## config.mk

```make
export PLATFORM = sky130hd
export DESIGN_NAME = output_terminal_function_select
export DESIGN_NICKNAME = d
export VERILOG_FILES = /design/src/common/term_sel_pkg.sv /design/src/core/output_terminal_function_select.sv
export SDC_FILE = /design/constraint.sdc
export NUM_CORES = 1
export LEC_CHECK = 0
export ABC_AREA = 1
export BUFFER_PORTS_ARGS = -buffer_cell sky130_fd_sc_hd__buf_4
export CAP_MARGIN = 40
export CORE_MARGIN = 5
export CORE_UTILIZATION = 43
export DETAILED_ROUTE_END_ITERATION = 6
export REMOVE_ABC_BUFFERS = 1
export SLEW_MARGIN = 0
export SYNTH_ARGS = -nofsm -noshare
export SYNTH_HDL_FRONTEND = slang
export SYNTH_SLANG_ARGS = --single-unit
export TNS_END_PERCENT = 20
```

## constraint.sdc

```tcl
create_clock -name ref_clk -period 6.1 [get_ports ref_clk]
set_input_delay 1.22 -clock ref_clk [delete_from_list [all_inputs] [get_ports ref_clk]]
set_output_delay 1.22 -clock ref_clk [all_outputs]
set_load 0.05 [all_outputs]
```

## src/common/term_sel_pkg.sv

```systemverilog
package term_sel_pkg;

    // --------------------------------------------------------------
    // register offsets (byte addresses, one word each)
    // --------------------------------------------------------------
    localparam logic [7:0] OFS_CODE0  = 8'h00;
    localparam logic [7:0] OFS_FCMODE = 8'h1C;
    localparam logic [7:0] OFS_REMOTE = 8'h20;
    localparam logic [7:0] OFS_ESTEP  = 8'h24;
    localparam logic [7:0] OFS_MTHR   = 8'h28;
    localparam logic [7:0] OFS_STATUS = 8'h2C;

    // --------------------------------------------------------------
    // field layout and reset values
    // --------------------------------------------------------------
    localparam int         CODE_W       = 10;
    localparam int         FCMODE_POS   = 0;
    localparam logic [9:0] RST_CODE_RUN = 10'h000;
    localparam logic [9:0] RST_CODE_ALM = 10'h063;
    localparam logic [9:0] RST_CODE_OFF = 10'h3E7;
    localparam int         RST_TERM_ALM = 5;
    localparam logic [0:0] RST_FCMODE   = 1'h0;

    // --------------------------------------------------------------
    // function codes (positive logic; negative adds the offset)
    // --------------------------------------------------------------
    localparam logic [9:0] CODE_NEG_OFS = 10'h064;
    localparam logic [9:0] CODE_NEG_END = 10'h0C7;
    localparam logic [9:0] CODE_RUN     = 10'h000;
    localparam logic [9:0] CODE_READY   = 10'h00B;
    localparam logic [9:0] CODE_START_CMD_RUNNING_OUT    = 10'h02D;
    localparam logic [9:0] CODE_ENERGY  = 10'h04F;
    localparam logic [9:0] CODE_NET     = 10'h052;
    localparam logic [9:0] CODE_DCFEED  = 10'h055;
    localparam logic [9:0] CODE_LIFE    = 10'h05A;
    localparam logic [9:0] CODE_PWROFF  = 10'h05B;
    localparam logic [9:0] CODE_SAVTOG  = 10'h05C;
    localparam logic [9:0] CODE_AVGCUR  = 10'h05D;
    localparam logic [9:0] CODE_SECONDARY_FAULT_OUT    = 10'h05E;
    localparam logic [9:0] CODE_MAINT   = 10'h05F;
    localparam logic [9:0] CODE_REMOTE  = 10'h060;
    localparam logic [9:0] CODE_MINOR   = 10'h062;
    localparam logic [9:0] CODE_ALM     = 10'h063;

    // selectable internal functions
    typedef enum logic [3:0] {
        FN_NONE, FN_RUN, FN_READY, FN_START_CMD_RUNNING_OUT, FN_ENERGY, FN_NET,
        FN_DCFEED, FN_LIFE, FN_PWROFF, FN_SAVTOG, FN_AVGCUR,
        FN_SECONDARY_FAULT_OUT, FN_MAINT, FN_REMOTE, FN_MINOR, FN_ALM
    } fn_e;

    // source conditions from the drive core
    typedef struct packed {
        logic       ready;
        logic       freq_ok;
        logic       stopped;
        logic       dc_brake;
        logic       start_cmd;
        logic       output_shutoff_in;
        logic       fault;
        logic       fault_internal;
        logic       drive_reset;
        logic       supply_off;
        logic       power_fail;
        logic       undervolt;
        logic       fan_fail;
        logic       comm_warn;
        logic [3:0] life_near;
        logic       net_binary;
        logic       saving_upd;
        logic       avg_pulse;
        logic [3:0] fault_code;
    } status_s;

endpackage

```

## src/core/output_terminal_function_select.sv

```systemverilog
// Design decisions made here: the register addresses and the strobed register port.
`timescale 1ns/10ps
module output_terminal_function_select #(
    parameter int N_TERM      = 7,
    parameter int RELAY_FIRST = 5,
    parameter int E_W         = 16,
    parameter int M_W         = 16
) (
    input  wire logic                    ref_clk,
    input  wire logic                    rst_n,
    input  wire logic                    ce,
    input  wire logic [7:0]              addr,
    input  wire logic [31:0]             wdata,
    input  wire logic                    wr_stb,
    input  wire logic                    rd_stb,
    output logic [31:0]                  rdata,
    input  wire term_sel_pkg::status_s   status,
    input  wire logic [E_W-1:0]          energy_in,
    input  wire logic [M_W-1:0]          maint_count,
    output logic [N_TERM-1:0]            term_q
);

    // --------------------------------------------------------------
    // elaboration checks
    // --------------------------------------------------------------
    // override needs terminals 1..4; relays at the top end
    if (N_TERM < 5 || N_TERM > 8 || RELAY_FIRST < 5 ||
        RELAY_FIRST > N_TERM || E_W > 31 || M_W > 32) begin : g_chk
        $error("unsupported terminal or width parameters");
    end

    // --------------------------------------------------------------
    // register file
    // --------------------------------------------------------------
    localparam int CW = term_sel_pkg::CODE_W;

    logic [CW-1:0]     code_q [N_TERM];
    logic              fcmode_q;
    logic [N_TERM-1:0] remote_q;
    logic [E_W-1:0]    estep_q;
    logic [M_W-1:0]    mthr_q;

    // true for codes that are pulse trains unfit for relays
    function automatic logic fast_code(input logic [CW-1:0] c);
        logic [CW-1:0] b;
        b = (c >= term_sel_pkg::CODE_NEG_OFS) ?
            CW'(c - term_sel_pkg::CODE_NEG_OFS) : c;
        return (b == term_sel_pkg::CODE_SAVTOG) ||
               (b == term_sel_pkg::CODE_AVGCUR);
    endfunction

    // per-terminal code registers; relays refuse pulse codes
    for (genvar i = 0; i < N_TERM; i++) begin : g_code
        localparam logic [7:0] OFS = 8'(term_sel_pkg::OFS_CODE0 + 4 * i);
        localparam logic [CW-1:0] RV =
            (i == 0) ? term_sel_pkg::RST_CODE_RUN :
            (i == term_sel_pkg::RST_TERM_ALM) ?
            term_sel_pkg::RST_CODE_ALM : term_sel_pkg::RST_CODE_OFF;
        always_ff @(posedge ref_clk or negedge rst_n) begin
            if (!rst_n) begin
                code_q[i] <= RV;
            end else if (ce && wr_stb && addr == OFS) begin
                // refused write leaves the old code in place
                if (!(i >= RELAY_FIRST && fast_code(wdata[CW-1:0]))) begin
                    code_q[i] <= wdata[CW-1:0];
                end
            end
        end
    end

    // control registers
    always_ff @(posedge ref_clk or negedge rst_n) begin
        if (!rst_n) begin
            fcmode_q <= term_sel_pkg::RST_FCMODE;
            remote_q <= '0;
            estep_q  <= '0;
            mthr_q   <= '0;
        end else if (ce && wr_stb) begin
            unique case (addr)
                term_sel_pkg::OFS_FCMODE: fcmode_q <= wdata[term_sel_pkg::FCMODE_POS];
                term_sel_pkg::OFS_REMOTE: remote_q <= wdata[N_TERM-1:0];
                term_sel_pkg::OFS_ESTEP:  estep_q  <= wdata[E_W-1:0];
                term_sel_pkg::OFS_MTHR:   mthr_q   <= wdata[M_W-1:0];
                default: ;
            endcase
        end
    end

    // read mux; unmapped addresses read zero
    logic [31:0] rd_d;
    always_comb begin
        rd_d = '0;
        for (int i = 0; i < N_TERM; i++) begin
            if (addr == 8'(term_sel_pkg::OFS_CODE0 + 4 * i)) begin
                rd_d = 32'(code_q[i]);
            end
        end
        unique case (addr)
            term_sel_pkg::OFS_FCMODE: rd_d = 32'(fcmode_q);
            term_sel_pkg::OFS_REMOTE: rd_d = 32'(remote_q);
            term_sel_pkg::OFS_ESTEP:  rd_d = 32'(estep_q);
            term_sel_pkg::OFS_MTHR:   rd_d = 32'(mthr_q);
            term_sel_pkg::OFS_STATUS: rd_d = 32'(term_q);
            default: ;
        endcase
    end

    // read data stands one cycle after the strobe
    always_ff @(posedge ref_clk or negedge rst_n) begin
        if (!rst_n) begin
            rdata <= '0;
        end else if (ce) begin
            rdata <= rd_stb ? rd_d : '0;
        end
    end

    // --------------------------------------------------------------
    // pulse and toggle sources
    // --------------------------------------------------------------
    logic [E_W:0] eacc_q;
    logic         epulse_q;
    logic [E_W:0] esum;

    assign esum = eacc_q + (E_W+1)'(energy_in);

    // a zero step disables the pulse rather than spinning
    always_ff @(posedge ref_clk or negedge rst_n) begin
        if (!rst_n) begin
            eacc_q   <= '0;
            epulse_q <= 1'b0;
        end else if (ce) begin
            if (estep_q != '0 && esum >= (E_W+1)'(estep_q)) begin
                eacc_q   <= esum - (E_W+1)'(estep_q);
                epulse_q <= 1'b1;
            end else begin
                eacc_q   <= (estep_q == '0) ? '0 : esum;
                epulse_q <= 1'b0;
            end
        end
    end

    // level flips once per saving-average update
    logic tog_q;
    always_ff @(posedge ref_clk or negedge rst_n) begin
        if (!rst_n) begin
            tog_q <= 1'b0;
        end else if (ce && status.saving_upd) begin
            tog_q <= ~tog_q;
        end
    end

    // secondary fault: held by reset, dropped at supply off
    logic secondary_fault_out_q;
    always_ff @(posedge ref_clk or negedge rst_n) begin
        if (!rst_n) begin
            secondary_fault_out_q <= 1'b0;
        end else if (ce) begin
            if (status.supply_off) begin
                secondary_fault_out_q <= 1'b0;
            end else begin
                secondary_fault_out_q <= status.fault | (secondary_fault_out_q & status.drive_reset);
            end
        end
    end

    // --------------------------------------------------------------
    // function levels
    // --------------------------------------------------------------
    logic [15:0] fn_act;
    logic        pf_uv;
    logic        run_sig;

    assign pf_uv   = status.power_fail | status.undervolt;
    assign run_sig = status.freq_ok & ~status.stopped & ~status.dc_brake &
                     ~status.output_shutoff_in;

    // all functions but remote evaluated once, shared by every terminal
    always_comb begin
        fn_act = '0;
        fn_act[term_sel_pkg::FN_RUN]    = run_sig;
        fn_act[term_sel_pkg::FN_READY]  = (status.ready | run_sig) & ~pf_uv;
        fn_act[term_sel_pkg::FN_START_CMD_RUNNING_OUT]   = status.start_cmd;
        fn_act[term_sel_pkg::FN_ENERGY] = epulse_q;
        fn_act[term_sel_pkg::FN_NET]    = status.net_binary;
        fn_act[term_sel_pkg::FN_DCFEED] = pf_uv;
        fn_act[term_sel_pkg::FN_LIFE]   = |status.life_near;
        fn_act[term_sel_pkg::FN_PWROFF] = status.fault & status.fault_internal;
        fn_act[term_sel_pkg::FN_SAVTOG] = tog_q;
        fn_act[term_sel_pkg::FN_AVGCUR] = status.avg_pulse;
        fn_act[term_sel_pkg::FN_SECONDARY_FAULT_OUT]   = secondary_fault_out_q;
        fn_act[term_sel_pkg::FN_MAINT]  = maint_count >= mthr_q;
        fn_act[term_sel_pkg::FN_MINOR]  = status.fan_fail | status.comm_warn;
        fn_act[term_sel_pkg::FN_ALM]    = status.fault;
    end

    // map a base code to its function
    function automatic term_sel_pkg::fn_e code_fn(input logic [CW-1:0] b);
        unique case (b)
            term_sel_pkg::CODE_RUN:    return term_sel_pkg::FN_RUN;
            term_sel_pkg::CODE_READY:  return term_sel_pkg::FN_READY;
            term_sel_pkg::CODE_START_CMD_RUNNING_OUT:   return term_sel_pkg::FN_START_CMD_RUNNING_OUT;
            term_sel_pkg::CODE_ENERGY: return term_sel_pkg::FN_ENERGY;
            term_sel_pkg::CODE_NET:    return term_sel_pkg::FN_NET;
            term_sel_pkg::CODE_DCFEED: return term_sel_pkg::FN_DCFEED;
            term_sel_pkg::CODE_LIFE:   return term_sel_pkg::FN_LIFE;
            term_sel_pkg::CODE_PWROFF: return term_sel_pkg::FN_PWROFF;
            term_sel_pkg::CODE_SAVTOG: return term_sel_pkg::FN_SAVTOG;
            term_sel_pkg::CODE_AVGCUR: return term_sel_pkg::FN_AVGCUR;
            term_sel_pkg::CODE_SECONDARY_FAULT_OUT:   return term_sel_pkg::FN_SECONDARY_FAULT_OUT;
            term_sel_pkg::CODE_MAINT:  return term_sel_pkg::FN_MAINT;
            term_sel_pkg::CODE_REMOTE: return term_sel_pkg::FN_REMOTE;
            term_sel_pkg::CODE_MINOR:  return term_sel_pkg::FN_MINOR;
            term_sel_pkg::CODE_ALM:    return term_sel_pkg::FN_ALM;
            default:                   return term_sel_pkg::FN_NONE;
        endcase
    endfunction

    // --------------------------------------------------------------
    // per-terminal selection, polarity and override
    // --------------------------------------------------------------
    logic [N_TERM-1:0] lvl;
    logic [N_TERM-1:0] inv;
    logic              fc_on;

    assign fc_on = fcmode_q & status.fault;

    for (genvar i = 0; i < N_TERM; i++) begin : g_term
        logic [CW-1:0]     base;
        term_sel_pkg::fn_e fn;
        logic              act;
        // unknown codes and 999 never conduct outside the fault-code override on terminals 1..4
        assign inv[i] = code_q[i] >= term_sel_pkg::CODE_NEG_OFS &&
                        code_q[i] <= term_sel_pkg::CODE_NEG_END;
        assign base = inv[i] ?
                      CW'(code_q[i] - term_sel_pkg::CODE_NEG_OFS) : code_q[i];
        assign fn   = (code_q[i] > term_sel_pkg::CODE_NEG_END) ?
                      term_sel_pkg::FN_NONE : code_fn(base);
        // same source may feed any number of terminals
        assign act  = (fn == term_sel_pkg::FN_REMOTE) ? remote_q[i] :
                      fn_act[fn];
        // none selected stays off in either polarity
        assign lvl[i] = (fn == term_sel_pkg::FN_NONE) ? 1'b0 :
                        act ^ inv[i];

        // registered so a code change cannot glitch the pin
        always_ff @(posedge ref_clk or negedge rst_n) begin
            if (!rst_n) begin
                term_q[i] <= 1'b0;
            end else if (ce) begin
                if (fc_on && i >= 1 && i <= 4) begin
                    term_q[i] <= status.fault_code[(i+3)%4];
                end else begin
                    term_q[i] <= lvl[i];
                end
            end
        end
    end
endmodule

```

==> summary.md <==
| Metric | Value |
|---|---|
| Worst path slowest cell | fa_1 |
| First-pass GRT wire length | 81.9 mm |
| Worst vdd ir | 0.218 mV |
| Hold buffers post-CTS | 0 |
| Area leader, netlist | dfrtp_1 |
| Full die area | 0.0388 mm2 |
| Synth warn | 0 |
| Final period utilization | 84.2% |
| Slew Limit Headroom | 39.4% |
| Cells after synthesis | 2,384 |
| Count of pins over their slew limit | 0 |
| Ys flop type | dfrtp_1 |
| Status | complete, no violations |
| Async SR Flop Fraction | 100% |
| # rows | 68 |
| Sw Ratio | 41.2% |
| Crit. Startpoint | energy_in[0] |
| Vias in the first global route | 14,900 |
| Worst EP arrival | 5.51 ns |
| Register area | 0.00388 mm2 |
| CTS sink count | 153 |
| Core ar. | 0.0345 mm2 |
| Maximum capacitance violations | 0 |
| R2R depth | 28 |
| Largest net degree at the start of global routing | 67 |
| Initial DRT Pass Iterations | 6 |
| Reg-to-Reg Start | eacc_q[0] |
| Final Net Count | 2,627 |
| Hold path cells | 2 |
| NetSw | 1.64 mW |
| Clk pwr share | 29.0% |
| Clock Path Buffers | 2 |
| Syn_area_per_cell | 6.31 um2 |
| Die width | 197 um |
| Fill count | 3,661 |
| Maximum clock rate | 195 MHz |
| Pleak | 8.39 nW |
| Fin cells | 2,928 |
| Boundary Pins | 141 |
| # DRC | 0 |
| Path type of the worst setup path | in -> reg |
| Seq pwr share | 28.8% |
| DRT iter0 DRCs | 1,218 |
| Min-delay worst type | reg -> reg |
| Critical Path End Type | register |
| Hold_sp | mthr_q[4] |
| Gr ovfl total | 0 |
| EDFF count, synth | 0 |
| CTS tree | yes |
| Area growth, synth to finish | 12.0% |
| Final Hold Vio Count | 0 |
| Post-synthesis sequential area ratio | 25.8% |
| Final WL | 52.0 mm |
| Crit path launch type | input port |
| Antenna violations before repair | 0 |
| Final Skew | 0.00980 ns |
| Power Internal | 2.33 mW |
| CTS buffer count | 17 |
| Hpwl dp | 40.0 mm |
| Clock latency on the worst-skew pair | 0.44 ns |
| Postcts setup bufs | 0 |
| Total GRT Usage | 26.4% |
| Combinational Power Share | 42.1% |
| Mapped cell area | 0.0150 mm2 |
| Per-cell routed wire length | 17.8 um |
| Yosys cell types | 57 |
| Share of layout cells above drive strength 1 | 13.0% |
| Synth area leaders | dfrtp_1 (18%), nand2_1 (18%), nand3_1 (7.8%), dfstp_2 (7.7%), inv_1 (7.0%) |
| Multi-input gate area | 0.00965 mm2 |
| Clock transition at the registers of the reported paths | 0.07 ns |
| Top cell type's share of synthesized area | 18.1% |
| Post-CTS Resized | 0 |
| Slew of the pin with the lowest slew margin | 0.904 ns |
| Die Span Y | 197 um |
| Synth Register Bits | 153 |
| Final setup TNS | 0 ns |
| Clk root buf | clkbuf_16 |
| Max stage delay on crit path | 0.40 ns |
| Total number of vias | 16,100 |
| Avg Vias per Cell | 5.48 |
| IO buf count | 108 |
| Post-DRT Antenna Nets | 0 |
| Placed cells | 2,895 |
| RD Place Congestion | 0.984 |
| WP data required | 6.47 ns |
| CP Max Fanout | 15 |
| Worst path most repeated cell | nand2_1 |
| RSZ-0062 raised after global routing | no |
| Setup violators final | 0 |
| H-Tree Depth | 4 |
| Fin crit period | 5.14 ns |
| PD cells | 236 mW/mm2 |
| Initial core utilization | 43.5% |
==> cells in the mapped netlist, types with 10 or more instances <==
cell type	n
buf_2	12
a21oi_1	70
ha_1	64
dfstp_2	44
nor3_1	25
o21ai_1	11
o22ai_1	13
nand2_4	10
nor2_4	15
nor2_1	205
inv_1	281
nand2_1	722
buf_4	19
dfrtp_1	109
nand3_1	234
nand2_2	25
inv_2	20
xor2_1	33
nand4_1	74
xnor2_1	17
o21ai_0	174
nor2_2	16
clkbuf_1	44
o221ai_1	14
o211ai_1	17
==> routing by layer <==
layer,track usage (%),vias to the layer above,wire (um)
met2,39.6,522,22100
li1,-,7983,-
met3,5.83,89,4200
met4,7.83,0,1420
met1,38.2,7460,24300
met5,0,-,0
==> cells in the final DEF (no fill, tap or decap), drive strengths merged, types with 2 or more instances in the layout <==
| cell type | count |
|---|---|
| bufinv | 2 |
| nor2 | 236 |
| o21ai | 193 |
| nand4 | 79 |
| o21bai | 3 |
| dfstp | 44 |
| ha | 64 |
| nor4 | 7 |
| a211oi | 3 |
| inv | 308 |
| a22oi | 2 |
| xor2 | 34 |
| nand3b | 7 |
| a21oi | 73 |
| a31oi | 3 |
| o211ai | 18 |
| a221oi | 9 |
| clkinv | 10 |
| a32o | 9 |
| xnor2 | 17 |
| dfrtp | 109 |
| nand2 | 757 |
| o31ai | 3 |
| fa | 2 |
| a22o | 6 |
| o2111ai | 4 |
| o22ai | 13 |
| o221ai | 14 |
| conb | 16 |
| nor3 | 28 |
| clkbuf | 19 |
| or4 | 2 |
| nand3 | 247 |
| or2 | 2 |
| buf | 122 |
| o311ai | 2 |
==> cell families (layout without fill, tap and decap cells) <==
logic type      after synthesis  after routing  synth area share [%]
other cells                   1             17                0.0249
flops                       153            153                  25.8
fa+ha+maj                    66             66                  5.59
compound gates              358            358                  14.1
buf+inv                     389            462                  10.4
simple gates               1366           1366                  41.0
xor+xnor                     51             51                  3.02
==> per-stage QoR <==
stage | total power [mW] | utilization (%) | setup slack (ns) | instance area (um2) | hold slack, ns
3_5_place_dp | 2.81 | 47.0 | 0.584 | 16200 | 0.473
2_1_floorplan | 2.36 | - | 1.23 | 14700 | 0.453
6_report | 3.97 | 48.8 | 0.963 | 16800 | 0.486
3_3_place_gp | 2.79 | 46.7 | 0.707 | 16100 | 0.466
4_1_cts | 3.97 | 48.8 | 1.01 | 16800 | 0.490
5_1_grt | 4.27 | 48.8 | 0.526 | 16800 | 0.516
==> worst max-delay path: cells and delay by family <==
kind | cells | cell delay [ns]
adder cells (fa/ha/maj) | 3 | 0.94
buffers and inverters | 3 | 0.52
AO/OA/AOI/OAI | 4 | 0.69
XOR/XNOR | 1 | 0.17
AND/OR/NAND/NOR | 18 | 1.96
==> power by group through the flow <==
stage          Clock (mW)  Sequential, mW  Combinational, mW
6_report             1.15            1.15               1.67
5_1_grt              1.21            1.15               1.90
4_1_cts              1.16            1.14               1.66
3_5_place_dp            0            1.16               1.65
3_3_place_gp            0            1.16               1.63
2_1_floorplan           0            1.15               1.21
==> sequential cells by signal, summed over array words and instances (netlist names) <==
name	count
fcmode_q	1
secondary_fault_out_q	1
term_q	7
estep_q	16
remote_q	7
epulse_q	1
rdata	16
eacc_q	17
code_q	70
mthr_q	16
tog_q	1
==> cell type report <==
type                    count  area share [%]
multi-input cells        1857            57.3
flip-flops and latches    153            23.1
inverters                 308            6.86
repair buffers            122            5.67
well taps                 455            3.38
diodes                      1          0.0149
clock inverters            13           0.906
clock buffers              19            2.82
==> path summary, 6_finish.rpt <==
kind | endpoint | slack, ns
worst max register to register | eacc_q[15] | 1.47
min in group asynchronous | code_q[44] | 0.68
max in group asynchronous | rdata[3] | 4.36
worst max-delay path | eacc_q[15] | 0.96
worst min register to register | mthr_q[4] | 0.49
worst min-delay path | mthr_q[4] | 0.49
Note: power is estimated with default switching activity, not from simulation.
